===== src/logic/uar_pkg.sv =====
`default_nettype none
package uar_pkg;
   // register byte offsets
   localparam logic [4:0] OFS_MODE   = 5'h00;
   localparam logic [4:0] OFS_ERR    = 5'h04;
   localparam logic [4:0] OFS_RXBUF  = 5'h08;
   localparam logic [4:0] OFS_TXBUF  = 5'h0C;
   localparam logic [4:0] OFS_PRESC  = 5'h10;
   localparam logic [4:0] OFS_DIV    = 5'h14;
   localparam logic [4:0] OFS_EXT    = 5'h18;
   localparam logic [4:0] OFS_TXSTAT = 5'h1C;
   localparam logic [7:0] RST_MODE   = 8'h00;
   localparam logic [7:0] RST_RXBUF  = 8'hFF;
   localparam logic [7:0] RST_DIV    = 8'hFF;
   localparam logic [3:0] RST_PRESC  = 4'h0;
   localparam int         EXT_TRIG   = 6;
   localparam int         EXT_FLAG   = 7;
   localparam logic [3:0] BRK_MIN    = 4'hB;
   localparam logic [3:0] DATA_LAST  = 4'h8;
   localparam logic [1:0] RESP_OKAY  = 2'h0;
   localparam logic [1:0] RESP_SLVERR = 2'h2;
   // parity modes
   localparam logic [1:0] PAR_NONE = 2'h0;
   localparam logic [1:0] PAR_ZERO = 2'h1;
   localparam logic [1:0] PAR_ODD  = 2'h2;
   localparam logic [1:0] PAR_EVEN = 2'h3;

   typedef struct packed {
      logic       power_on_bit;
      logic       tx_enable_bit;
      logic       rx_enable_bit;
      logic [1:0] parity;
      logic       two_stop;
      logic       spare;
      logic       irq_merge_sel;
   } uar_mode_type;

   typedef struct packed {
      logic framing_err_flag;
      logic parity_err_flag;
      logic overrun_flag;
   } uar_err_type;

   typedef enum logic [2:0] {
      RX_IDLE  = 3'b000,
      RX_START = 3'b001,
      RX_DATA  = 3'b010,
      RX_PAR   = 3'b011,
      RX_STOP  = 3'b100
   } uar_rx_state_type;
endpackage : uar_pkg
`default_nettype wire


===== src/logic/uar_serial.sv =====
`timescale 1ns/1ps
`default_nettype none
module uar_serial #(
   parameter int PRESC_W = 11
) (
   input  wire logic        i_clk_sys,
   input  wire logic        i_reset,
   input  wire logic [4:0]  i_awaddr,
   input  wire logic        i_awvalid,
   output logic             o_awready,
   input  wire logic [31:0] i_wdata,
   input  wire logic [3:0]  i_wstrb,
   input  wire logic        i_wvalid,
   output logic             o_wready,
   output logic [1:0]       o_bresp,
   output logic             o_bvalid,
   input  wire logic        i_bready,
   input  wire logic [4:0]  i_araddr,
   input  wire logic        i_arvalid,
   output logic             o_arready,
   output logic [31:0]      o_rdata,
   output logic [1:0]       o_rresp,
   output logic             o_rvalid,
   input  wire logic        i_rready,
   input  wire logic        i_serial_rx_pin,
   output logic             o_serial_tx_pin,
   output logic             o_rx_done_irq,
   output logic             o_rx_error_irq,
   output logic             o_tx_done_irq
);
   import uar_pkg::*;

   uar_mode_type     mode_reg;
   uar_err_type      err_reg;
   logic [7:0]       rx_buffer_reg;
   logic             rx_full_reg;
   logic [7:0]       tx_buffer_reg;
   logic             tx_full_reg;
   logic [3:0]       presc_sel_reg;
   logic [7:0]       divisor_reg;
   logic             brk_trig_reg;
   logic             brk_flag_reg;
   logic             bvalid_reg;
   logic [1:0]       bresp_reg;
   logic             rvalid_reg;
   logic [31:0]      rdata_reg;
   logic [1:0]       rresp_reg;
   logic             tx_busy;

   // bus decode
   wire wr_go = i_awvalid & i_wvalid & ~bvalid_reg;
   wire rd_go = i_arvalid & ~rvalid_reg;
   wire wr_b0 = wr_go & i_wstrb[0];
   wire wr_mode = wr_b0 & (i_awaddr == OFS_MODE);
   wire wr_txb  = wr_b0 & (i_awaddr == OFS_TXBUF);
   wire wr_psc  = wr_b0 & (i_awaddr == OFS_PRESC);
   wire wr_div  = wr_b0 & (i_awaddr == OFS_DIV);
   wire wr_ext  = wr_b0 & (i_awaddr == OFS_EXT);
   wire wr_hit  = (i_awaddr == OFS_MODE) | (i_awaddr == OFS_TXBUF) | (i_awaddr == OFS_PRESC) |
                  (i_awaddr == OFS_DIV) | (i_awaddr == OFS_EXT) | (i_awaddr == OFS_ERR) |
                  (i_awaddr == OFS_RXBUF) | (i_awaddr == OFS_TXSTAT);
   wire rd_err  = rd_go & (i_araddr == OFS_ERR);
   wire rd_rxb  = rd_go & (i_araddr == OFS_RXBUF);
   logic [7:0] rd_val;
   logic       rd_hit;
   assign o_awready = wr_go;
   assign o_wready  = wr_go;
   assign o_arready = rd_go;
   assign o_bvalid  = bvalid_reg;
   assign o_bresp   = bresp_reg;
   assign o_rvalid  = rvalid_reg;
   assign o_rdata   = rdata_reg;
   assign o_rresp   = rresp_reg;

   always_comb begin
      rd_hit = 1'b1;
      case (i_araddr)
         OFS_MODE:   rd_val = mode_reg;
         OFS_ERR:    rd_val = {5'h00, err_reg};
         OFS_RXBUF:  rd_val = rx_buffer_reg;
         OFS_TXBUF:  rd_val = tx_buffer_reg;
         OFS_PRESC:  rd_val = {4'h0, presc_sel_reg};
         OFS_DIV:    rd_val = divisor_reg;
         OFS_EXT:    rd_val = {brk_flag_reg, brk_trig_reg, 6'h00};
         OFS_TXSTAT: rd_val = {6'h00, tx_full_reg, tx_busy};
         default: begin
            rd_val = 8'h00;
            rd_hit = 1'b0;
         end
      endcase
   end

   always_ff @(posedge i_clk_sys) begin
      if (i_reset) begin
         bvalid_reg <= 1'b0;
         bresp_reg  <= RESP_OKAY;
         rvalid_reg <= 1'b0;
         rdata_reg  <= 32'h0000_0000;
         rresp_reg  <= RESP_OKAY;
      end else begin
         if (wr_go) begin
            bvalid_reg <= 1'b1;
            bresp_reg  <= wr_hit ? RESP_OKAY : RESP_SLVERR;
         end else if (i_bready) begin
            bvalid_reg <= 1'b0;
         end
         if (rd_go) begin
            rvalid_reg <= 1'b1;
            rdata_reg  <= {24'h00_0000, rd_val};
            rresp_reg  <= rd_hit ? RESP_OKAY : RESP_SLVERR;
         end else if (i_rready) begin
            rvalid_reg <= 1'b0;
         end
      end
   end

   // base clock as an enable tick; a gated clock would split the domain
   logic [PRESC_W-1:0] presc_cnt_reg;
   wire [PRESC_W-1:0] presc_mask = PRESC_W'((1 << presc_sel_reg) - 1);
   wire base_tick = mode_reg.power_on_bit & ((presc_cnt_reg & presc_mask) == presc_mask);
   wire [7:0] k_last = divisor_reg - 8'h01;
   always_ff @(posedge i_clk_sys) begin
      if (i_reset | ~mode_reg.power_on_bit) begin
         presc_cnt_reg <= '0;
      end else begin
         presc_cnt_reg <= presc_cnt_reg + PRESC_W'(1);
      end
   end

   // pin sync then two-sample match filter
   logic sync1_reg;
   logic sync2_reg;
   logic samp_reg;
   logic rxd_reg;
   logic rxd_old_reg;
   always_ff @(posedge i_clk_sys) begin
      if (i_reset) begin
         sync1_reg   <= 1'b1;
         sync2_reg   <= 1'b1;
         samp_reg    <= 1'b1;
         rxd_reg     <= 1'b1;
         rxd_old_reg <= 1'b1;
      end else begin
         sync1_reg <= i_serial_rx_pin;
         sync2_reg <= sync1_reg;
         if (base_tick) begin
            samp_reg    <= sync2_reg;
            rxd_old_reg <= rxd_reg;
            if (samp_reg == sync2_reg) begin
               rxd_reg <= samp_reg;
            end
         end
      end
   end

   // receiver
   uar_rx_state_type rx_state_reg;
   logic [7:0] rx_cnt_reg;
   logic       rx_half_reg;
   logic [3:0] rx_bit_reg;
   logic [7:0] rx_shift_reg;
   logic       rx_perr_reg;
   logic [3:0] brk_cnt_reg;
   wire rx_on   = mode_reg.power_on_bit & mode_reg.rx_enable_bit;
   wire rx_wrap = base_tick & (rx_cnt_reg == k_last);
   wire rx_samp = rx_wrap & rx_half_reg;
   wire rx_fall = base_tick & rxd_old_reg & ~rxd_reg;
   wire rx_par_bad = (mode_reg.parity == PAR_ODD)  ? ~(^{rx_shift_reg, rxd_reg}) :
                     (mode_reg.parity == PAR_EVEN) ?  (^{rx_shift_reg, rxd_reg}) : 1'b0;
   wire stop_ev = rx_samp & (rx_state_reg == RX_STOP);
   wire brk_end = stop_ev & brk_trig_reg & rxd_reg;
   wire brk_ok  = brk_end & (brk_cnt_reg >= BRK_MIN);
   wire nrm_end = stop_ev & ~brk_trig_reg;
   uar_err_type new_err;
   assign new_err.framing_err_flag = ~rxd_reg;
   assign new_err.parity_err_flag  = rx_perr_reg;
   assign new_err.overrun_flag     = rx_full_reg;
   wire any_err = nrm_end & (|new_err);

   always_ff @(posedge i_clk_sys) begin
      if (i_reset | ~rx_on) begin
         rx_state_reg <= RX_IDLE;
         rx_cnt_reg   <= 8'h00;
         rx_half_reg  <= 1'b1;
         rx_bit_reg   <= 4'h0;
         rx_shift_reg <= 8'h00;
         rx_perr_reg  <= 1'b0;
         brk_cnt_reg  <= 4'h0;
      end else begin
         if (rx_state_reg != RX_IDLE && rx_wrap) begin
            rx_cnt_reg  <= 8'h00;
            rx_half_reg <= ~rx_half_reg;
         end else if (rx_state_reg != RX_IDLE && base_tick) begin
            rx_cnt_reg <= rx_cnt_reg + 8'h01;
         end
         if (rx_samp && !rxd_reg && brk_cnt_reg != 4'hF) begin
            brk_cnt_reg <= brk_cnt_reg + 4'h1;
         end
         case (rx_state_reg)
            RX_IDLE: begin
               rx_cnt_reg  <= 8'h00;
               rx_half_reg <= 1'b1;
               brk_cnt_reg <= 4'h0;
               if (rx_fall) begin
                  rx_state_reg <= RX_START;
               end
            end
            RX_START: begin
               rx_perr_reg <= 1'b0;
               rx_bit_reg  <= 4'h1;
               if (rx_samp) begin
                  rx_state_reg <= rxd_reg ? RX_IDLE : RX_DATA;
               end
            end
            RX_DATA: begin
               if (rx_samp) begin
                  rx_shift_reg <= {rxd_reg, rx_shift_reg[7:1]};
                  rx_bit_reg   <= rx_bit_reg + 4'h1;
                  if (rx_bit_reg == DATA_LAST) begin
                     rx_state_reg <= (mode_reg.parity == PAR_NONE) ? RX_STOP : RX_PAR;
                  end
               end
            end
            RX_PAR: begin
               if (rx_samp) begin
                  rx_perr_reg  <= rx_par_bad;
                  rx_state_reg <= RX_STOP;
               end
            end
            RX_STOP: begin
               // break keeps sampling while the line stays low
               if (nrm_end || brk_end) begin
                  rx_state_reg <= RX_IDLE;
               end
            end
            default: begin
               rx_state_reg <= RX_IDLE;
            end
         endcase
      end
   end

   // status, buffers, break control, interrupts
   always_ff @(posedge i_clk_sys) begin
      if (i_reset) begin
         mode_reg      <= RST_MODE;
         err_reg       <= '0;
         rx_buffer_reg <= RST_RXBUF;
         rx_full_reg   <= 1'b0;
         presc_sel_reg <= RST_PRESC;
         divisor_reg   <= RST_DIV;
         brk_trig_reg  <= 1'b0;
         brk_flag_reg  <= 1'b0;
         o_rx_done_irq  <= 1'b0;
         o_rx_error_irq <= 1'b0;
      end else begin
         if (wr_mode) mode_reg <= i_wdata[7:0];
         if (wr_psc) presc_sel_reg <= i_wdata[3:0];
         if (wr_div) divisor_reg <= i_wdata[7:0];
         if (rd_err) err_reg <= '0;
         // capture in the read cycle wins, but the flags just read are dropped
         if (any_err) err_reg <= rd_err ? new_err : err_reg | new_err;
         if (rd_rxb) rx_full_reg <= 1'b0;
         if (nrm_end && !rx_full_reg) begin
            rx_buffer_reg <= rx_shift_reg;
            rx_full_reg   <= 1'b1;
         end
         if (wr_ext && i_wdata[EXT_TRIG]) begin
            brk_trig_reg <= 1'b1;
            brk_flag_reg <= 1'b1;
         end
         if (brk_ok) begin
            brk_trig_reg <= 1'b0;
            brk_flag_reg <= 1'b0;
         end
         o_rx_done_irq  <= brk_ok | (nrm_end & (~any_err | mode_reg.irq_merge_sel));
         o_rx_error_irq <= any_err & ~mode_reg.irq_merge_sel;
      end
   end

   // transmitter
   logic [7:0]  tx_cnt_reg;
   logic        tx_half_reg;
   logic [11:0] tx_frame_reg;
   logic [3:0]  tx_left_reg;
   wire tx_on   = mode_reg.power_on_bit & mode_reg.tx_enable_bit;
   wire tx_bit  = base_tick & (tx_cnt_reg == k_last) & tx_half_reg;
   wire tx_end  = tx_busy & tx_bit & (tx_left_reg == 4'h1);
   wire tx_load = (~tx_busy & tx_full_reg) | (tx_end & tx_full_reg);
   wire tx_par  = (mode_reg.parity == PAR_ODD)  ? ~(^tx_buffer_reg) :
                  (mode_reg.parity == PAR_EVEN) ?  (^tx_buffer_reg) : 1'b0;
   wire has_par = (mode_reg.parity != PAR_NONE);
   assign tx_busy = (tx_left_reg != 4'h0);

   always_ff @(posedge i_clk_sys) begin
      if (i_reset | ~tx_on) begin
         tx_cnt_reg      <= 8'h00;
         tx_half_reg     <= 1'b0;
         tx_frame_reg    <= 12'hFFF;
         tx_left_reg     <= 4'h0;
         tx_full_reg     <= 1'b0;
         o_serial_tx_pin <= 1'b1;
         o_tx_done_irq   <= 1'b0;
      end else begin
         o_tx_done_irq <= tx_end;
         if (wr_txb) tx_full_reg <= 1'b1;
         if (tx_load) begin
            tx_cnt_reg   <= 8'h00;
            tx_half_reg  <= 1'b0;
            tx_full_reg  <= 1'b0;
            tx_frame_reg <= {2'h3, has_par ? tx_par : 1'b1, tx_buffer_reg, 1'b0};
            tx_left_reg  <= 4'hA + {3'h0, has_par} + {3'h0, mode_reg.two_stop};
         end else begin
            if (base_tick && tx_cnt_reg == k_last) begin
               tx_cnt_reg  <= 8'h00;
               tx_half_reg <= ~tx_half_reg;
            end else if (base_tick) begin
               tx_cnt_reg <= tx_cnt_reg + 8'h01;
            end
            if (tx_bit && tx_busy) begin
               tx_frame_reg <= {1'b1, tx_frame_reg[11:1]};
               tx_left_reg  <= tx_left_reg - 4'h1;
            end
         end
         o_serial_tx_pin <= tx_busy ? tx_frame_reg[0] : 1'b1;
      end
   end

   always_ff @(posedge i_clk_sys) begin
      if (i_reset) begin
         tx_buffer_reg <= 8'h00;
      end else if (wr_txb) begin
         tx_buffer_reg <= i_wdata[7:0];
      end
   end
endmodule : uar_serial
`default_nettype wire

===== config.mk =====
export PLATFORM = sky130hd
export DESIGN_NAME = uar_serial
export DESIGN_NICKNAME = d
export VERILOG_FILES = /design/src/logic/uar_pkg.sv /design/src/logic/uar_serial.sv
export SDC_FILE = /design/constraint.sdc
export NUM_CORES = 1
export LEC_CHECK = 0
export CORE_UTILIZATION = 58
export DETAILED_ROUTE_END_ITERATION = 7
export DONT_BUFFER_PORTS = 1
export GPL_TIMING_DRIVEN = 1
export PLACE_DENSITY = 0.79
export REMOVE_ABC_BUFFERS = 1
export SLEW_MARGIN = 20
export SYNTH_ARGS = -nofsm -noshare
export SYNTH_HDL_FRONTEND = slang
export SYNTH_SLANG_ARGS = --single-unit

===== constraint.sdc =====
create_clock -name i_clk_sys -period 3.6 [get_ports i_clk_sys]
set_input_delay 0.72 -clock i_clk_sys [delete_from_list [all_inputs] [get_ports i_clk_sys]]
set_output_delay 0.72 -clock i_clk_sys [all_outputs]
set_load 0.03 [all_outputs]

==> flow_summary.toml, run 1 <==
[sta]
rsz0062_at_grt = "yes"
slew_limit_headroom_pct = 34.5
worst_clock_skew_ns = 0.0116
fmax_ghz = 0.288
fraction_of_the_cycle_the_final_worst_path_needs_pct = 96.5
report.final.slew_viol_count = 0
timing_worst_slew_pin_value_ns = 0.974
timing.final.hold_violations = 0
min_period_ns = 3.47
finalSetupViolCount = 0
final.setup.worst_slack_ns = 0.128

[synth]
yosys_warnings = 0
synth_seq_area_share_pct = 38.0
syn-instance-count = 765
syn_area_sq_mm = 0.00663
primary_flip_flop_cell_chosen_by_synthesis_mapping = "sky130_fd_sc_hd__dfxtp_1"
synthDominantAreaCellType = "sky130_fd_sc_hd__dfxtp_1"
postSynthRegisterBits = 126
synth-async-reset-ratio_pct = 0
synth.avg_cell_area_sq_um = 8.67
synth.distinct_cells = 71
synth_area_leaders = "sky130_fd_sc_hd__dfxtp_1, sky130_fd_sc_hd__mux2i_1, sky130_fd_sc_hd__xnor2_1, sky130_fd_sc_hd__nor2_1, sky130_fd_sc_hd__a21oi_1"
netlist.area_leader.share_pct = 38.0
synth_enable_flop_cells = 0

[setup_path]
timing.critical_path.fanout_max = 7
reg2regPathDepth = 12
timing.critical_path.required_ns = 3.94
setup.worst_path.end_class = "register"
setup.reg_to_reg.worst_slack_ns = 0.13
path_delay_family = "simple AND/OR/NAND/NOR gates"
timing.critical_path.cells = "inv_1 -> or4_1 -> ha_1 -> and2_4 -> o211ai_2 -> a31oi_1 -> or4_4 -> buf_6 -> nor3_4 -> nand3_1 -> or4_1 -> o31ai_1"
worstPathArrival_ns = 3.81
regToRegEndpoint = "rx_perr_reg"
rr_startpoint = "presc_sel_reg[0]"
start_kind = "register"
crit_path_max_incr_delay_ns = 0.55
worst-setup-path-type = "register to register"
path_buf_inv = 2
crit_path_top_cell_by_count = "sky130_fd_sc_hd__or4_1"
crit_slowest_cell = "sky130_fd_sc_hd__or4_4"

[global_routing]
first_pass_grt_wire_length_mm = 24.9
grt_antenna_before_repair = 0
gr-usage-all-layers_pct = 27.8
grt_start_max_net_pins = 40
grt_remaining_overflow = 0
first_global_vias = 5035

[detailed_routing]
drt-initial-drc-count = 441
detailedRoute.firstPassIterationCount = 6
route.detailed.wl_per_inst_microns = 17.3
antenna_violating_nets_post_route = 0
num_vias = 5491
drt_wl_total_mm = 15.9
route.detailed.drc = 0
via_per_inst = 6.01

[placed_design]
place.detailed.hpwl_mm = 11.2
place_worst_setup_slack_ns = -0.0609
place_inst = 881
gpl.final_weighted_congestion = 0.917
port_buffers = 0

[clock_tree]
cts_num_sinks = 126
clock_tree.root_cell = "sky130_fd_sc_hd__clkbuf_16"
clk_lat_worst_skew_ns = 0.43
total_number_of_h_tree_levels = 4
cts_buffers = 17
clock_path_buffers = 2
cts-hold-fix-buffers = 0
clkTransAtPathRegs_ns = 0.05
tritoncts = "done"

[floorplanning]
die_y_microns = 109
die-width_microns = 109
initial_core_util_pct = 60.4
core-area_sq_mm = 0.0110
fp-row-count = 38
floorplan.die_area_sq_mm = 0.0119
design.portCount = 99

[finish]
largest_register_ffs = 11
final_cells = 914
nets = 829
share_of_final_layout_standard_cells_stronger_than_drive_strength_1_pct = 9.30
areaGrowthSynthToFinish_pct = 9.71
final_common_cell = "sky130_fd_sc_hd__dfxtp_1"
most-common-layout-cells = "sky130_fd_sc_hd__dfxtp_1, sky130_fd_sc_hd__nor2_1, sky130_fd_sc_hd__nand2_1"
antenna_cells_inserted = 0

[pwr]
worst_ir_drop_vdd_mv = 0.455
power_report.internal_total_w = 0.00248
power.total_w = 0.00315
power.density_cell_area_mw_per_mm2 = 433
power_switching_share_pct = 21.2
share_clk_of_total_power_pct = 52.4
power.share.combinational_pct = 2.8
power.static_leakage_nw = 2.70
seqPwrFrac_pct = 44.8
power.switching_w = 0.000670

[run]
maxCapViolations = 0

[outcome]
outcome = "finished, final reports clean"

[min_path]
min_path_type = "input pin to register"
min-delay-start = "i_reset"
hold_path_depth = 1
worst_hold_path.endpoint = "tx_buffer_reg[4]"
==> timing repair <==
action | 4_1_cts | 5_1_grt
setup buffers | 0 | 3
hold endpoints to repair | 0 | 0
setup endpoints to repair | 13 | 35
pin swaps | 0 | 3
resized for setup | 2 | 6
==> logic make-up (layout without fill, tap and decap cells) <==
kind of cell	Yosys count	in the layout	synth area share, %
compound gates	128	128	12.0
xor+xnor	65	65	9.00
fa+ha+maj	12	12	2.26
buf+inv	88	72	7.13
flops	126	126	38.0
mux	58	58	9.15
other cells	1	26	0.0565
simple gates	287	287	22.4
==> worst max-delay path by stage <==
stage                      from         endpoint  slack (ns)  cells past startpoint
4_1_cts        presc_sel_reg[0]   brk_cnt_reg[3]        0.06                     13
3_5_place_dp   presc_sel_reg[0]  tx_frame_reg[2]       -0.06                     14
6_report       presc_sel_reg[0]      rx_perr_reg        0.13                     12
3_3_place_gp   presc_sel_reg[0]  tx_frame_reg[8]        0.11                     14
5_1_grt        presc_sel_reg[0]   brk_cnt_reg[3]       -0.04                     12
2_1_floorplan  presc_sel_reg[0]     brk_flag_reg       -0.32                     11
==> stage by stage <==
| step | cell area, sq um | TNS (ns) | hold WS (ns) | utilization (%) |
|---|---|---|---|---|
| 4_1_cts | 7230 | 0 | 0.347 | 65.8 |
| 6_report | 7280 | 0 | 0.362 | 66.3 |
| 5_1_grt | 7280 | -0.0917 | 0.350 | 66.3 |
| 3_5_place_dp | 6660 | -0.300 | 0.393 | 60.6 |
| 3_3_place_gp | 6660 | 0 | 0.403 | 60.6 |
| 2_1_floorplan | 6330 | -4.74 | 0.389 | - |
==> cell usage after synthesis, drive strengths merged (5+ instances only) <==
master	count
nand4	13
clkbuf	25
or2	5
and2	6
nor3	27
o21ai	25
nor2	83
o211ai	5
nand3	23
xor2	26
inv	21
dfxtp	126
ha	12
xnor2	37
mux2i	55
and3	13
a21oi	59
nor2b	7
a31oi	5
nand2	66
a211oi	5
buf	42
or3	13
nor4	7
==> per-layer routing <==
metal | vias to the layer above | GRT usage [%] | wire length (microns)
li1 | 2620 | - | -
met1 | 2606 | 33.7 | 6650
met2 | 229 | 45.8 | 7840
met3 | 36 | 7.17 | 999
met4 | 0 | 13.0 | 370
met5 | - | 0 | 0
==> power by group through the flow <==
stage          combinational [W]  sequential (W)  clock [W]
2_1_floorplan          0.0000756         0.00144          0
3_3_place_gp           0.0000846         0.00144          0
3_5_place_dp           0.0000859         0.00144          0
4_1_cts                0.0000865         0.00141    0.00167
5_1_grt                0.0000942         0.00141    0.00173
6_report               0.0000882         0.00141    0.00165
==> area by class of cell <==
cell class / count / area (sq um)
inverters: 21 / 78.8
flip-flops and latches: 126 / 2520
well taps: 140 / 175
multi-input cells: 576 / 3760
clock inverters: 6 / 85.1
fillers: 858 / 3700
repair buffers: 21 / 174
clock buffers: 24 / 482
Power figures use the tool's default switching activity.
==> run 2: changes to the inputs <==
--- a/config.mk
+++ b/config.mk
@@ -5,11 +5,13 @@
 export SDC_FILE = /design/constraint.sdc
 export NUM_CORES = 1
 export LEC_CHECK = 0
-export CORE_UTILIZATION = 58
+export CELL_PAD_IN_SITES_DETAIL_PLACEMENT = 1
+export CELL_PAD_IN_SITES_GLOBAL_PLACEMENT = 1
+export CORE_UTILIZATION = 43
 export DETAILED_ROUTE_END_ITERATION = 7
 export DONT_BUFFER_PORTS = 1
 export GPL_TIMING_DRIVEN = 1
-export PLACE_DENSITY = 0.79
+export PLACE_DENSITY = 0.78
 export REMOVE_ABC_BUFFERS = 1
 export SLEW_MARGIN = 20
 export SYNTH_ARGS = -nofsm -noshare
==> run 2 against run 1 <==
Effect of this change:
- combinational power grew 4.8%
- clock-buffer cell count grew 2
- final area grew 1.6%
- first-iteration DRC count shrank 43%
- critical endpoint is now brk_cnt_reg[3]
- worst hold slack lost 0.0016 ns
- die area grew 34%
- largest cell class unchanged
- non-clock buffer count grew 3
- final cell count grew 5.7%
- flip-flop and latch count is the same
==> flow_summary.toml, run 2 (synthesis gave the netlist of run 1 again) <==
[outcome]
outcome = "finished, final reports clean"

[detailed_routing]
detailedRoute.firstPassIterationCount = 4
drt-initial-drc-count = 252
num_vias = 5502
antenna_violating_nets_post_route = 0
route.detailed.drc = 0
via_per_inst = 5.70
route.detailed.wl_per_inst_microns = 19.2
drt_wl_total_mm = 18.5

[min_path]
min_path_type = "input pin to register"

[sta]
min_period_ns = 3.52
fraction_of_the_cycle_the_final_worst_path_needs_pct = 97.6
timing_worst_slew_pin_value_ns = 1.00
timing.final.hold_violations = 0
slew_limit_headroom_pct = 32.7
worst_clock_skew_ns = 0.00720
report.final.slew_viol_count = 0
fmax_ghz = 0.284
hold_slack_ns = 0.360
finalSetupViolCount = 0

[finish]
largest_register_ffs = 11
final_cells = 966
share_of_final_layout_standard_cells_stronger_than_drive_strength_1_pct = 10.0
fillerInstances = 1768
antenna_cells_inserted = 0
nets = 832
final_common_cell = "sky130_fd_sc_hd__dfxtp_1"
areaGrowthSynthToFinish_pct = 11.4
postLayoutCoreUtil_pct = 48.8
most-common-layout-cells = "sky130_fd_sc_hd__dfxtp_1, sky130_fd_sc_hd__nor2_1, sky130_fd_sc_hd__nand2_1"

[global_routing]
grt_antenna_before_repair = 0
first_pass_grt_wire_length_mm = 29.7
first_global_vias = 5647
grt_remaining_overflow = 0
gr-usage-all-layers_pct = 23.9
grt_start_max_net_pins = 40

[setup_path]
worst-setup-path-type = "register to register"
setup.worst_path.end_class = "register"
worstPathArrival_ns = 3.87
timing.critical_path.fanout_max = 5
start_kind = "register"
timing.critical_path.required_ns = 3.95

[placed_design]
gpl.final_weighted_congestion = 0.866
place.detailed.hpwl_mm = 13.3
place_inst = 931
port_buffers = 0

[pwr]
power.density_cell_area_mw_per_mm2 = 434
worst_ir_drop_vdd_mv = 0.344
power.static_leakage_nw = 2.73

[clock_tree]
clock_tree.root_cell = "sky130_fd_sc_hd__clkbuf_16"
total_number_of_h_tree_levels = 4
clock_path_buffers = 2
cts-hold-fix-buffers = 0
clk_lat_worst_skew_ns = 0.43
tritoncts = "done"
clkTransAtPathRegs_ns = 0.05
cts_buffers = 17
cts_num_sinks = 126

[floorplanning]
initial_core_util_pct = 43.8
die_y_microns = 126
floorplan.die_area_sq_mm = 0.0159
design.portCount = 99
core-area_sq_mm = 0.0151
die-width_microns = 126
fp-row-count = 45

[run]
maxCapViolations = 0
[run 2: repair_timing]
item	4_1_cts	5_1_grt
resized for setup	1	11
pin swaps	1	3
setup endpoints to repair	10	45
buffers inserted	2	2
[run 2: power by group]
part | switching, W | total (W) | leakage [nW] | internal (W)
clock | 0.000615 | 0.00170 | 0.277 | 0.00109
sequential | 0.0000126 | 0.00141 | 1.02 | 0.00140
combinational | 0.0000693 | 0.0000924 | 1.43 | 0.0000230
[run 2: per-layer routing]
layer	vias to the layer above	routed length, microns	global-route usage (%)	part of all wire [%]
met5	-	0	0	0
met4	0	533	11.2	2.9
met3	42	706	5.27	3.8
met2	112	9510	41.4	51
met1	2725	7790	28.0	42
li1	2623	-	-	-
[run 2: metrics by stage]
stage | TNS [ns] | setup WS (ns) | power, W | cell area (sq um)
3_5_place_dp | -0.0998 | -0.0317 | 0.00153 | 6730
2_1_floorplan | -4.74 | -0.317 | 0.00152 | 6330
3_3_place_gp | 0 | 0.0944 | 0.00153 | 6730
4_1_cts | 0 | 0.00310 | 0.00322 | 7330
6_report | 0 | 0.0846 | 0.00321 | 7390
5_1_grt | -0.0517 | -0.0299 | 0.00330 | 7390
[run 2: final timing paths]
check,startpoint,end,slack [ns],cells past startpoint
hold reg to reg,sync1_reg,sync2_reg,0.41,1
hold / removal,i_reset,o_rdata[5],0.36,1
setup reg to reg,presc_sel_reg[0],brk_cnt_reg[3],0.08,13
setup / recovery,presc_sel_reg[0],brk_cnt_reg[3],0.08,13
[run 2: worst max-delay path, cell delays in order, from the launching register on]
cell	delay [ns]
sky130_fd_sc_hd__dfxtp_2	0.36
sky130_fd_sc_hd__inv_1	0.07
sky130_fd_sc_hd__or4_4	0.53
sky130_fd_sc_hd__ha_2	0.20
sky130_fd_sc_hd__and2_4	0.16
sky130_fd_sc_hd__o211ai_2	0.13
sky130_fd_sc_hd__a31oi_1	0.10
sky130_fd_sc_hd__or4_4	0.55
sky130_fd_sc_hd__buf_8	0.15
sky130_fd_sc_hd__nor3_4	0.28
sky130_fd_sc_hd__buf_4	0.17
sky130_fd_sc_hd__nand4_1	0.18
sky130_fd_sc_hd__or3_1	0.39
sky130_fd_sc_hd__a21oi_1	0.16
[run 2: cell type report]
type	instances	area (sq um)	share of cell area, %
flip-flops and latches	126	2520	34.1
inverters	21	78.8	1.07
multi-input cells	576	3760	50.9
clock inverters	5	80.1	1.08
well taps	188	235	3.18
repair buffers	24	216	2.93
clock buffers	26	499	6.75
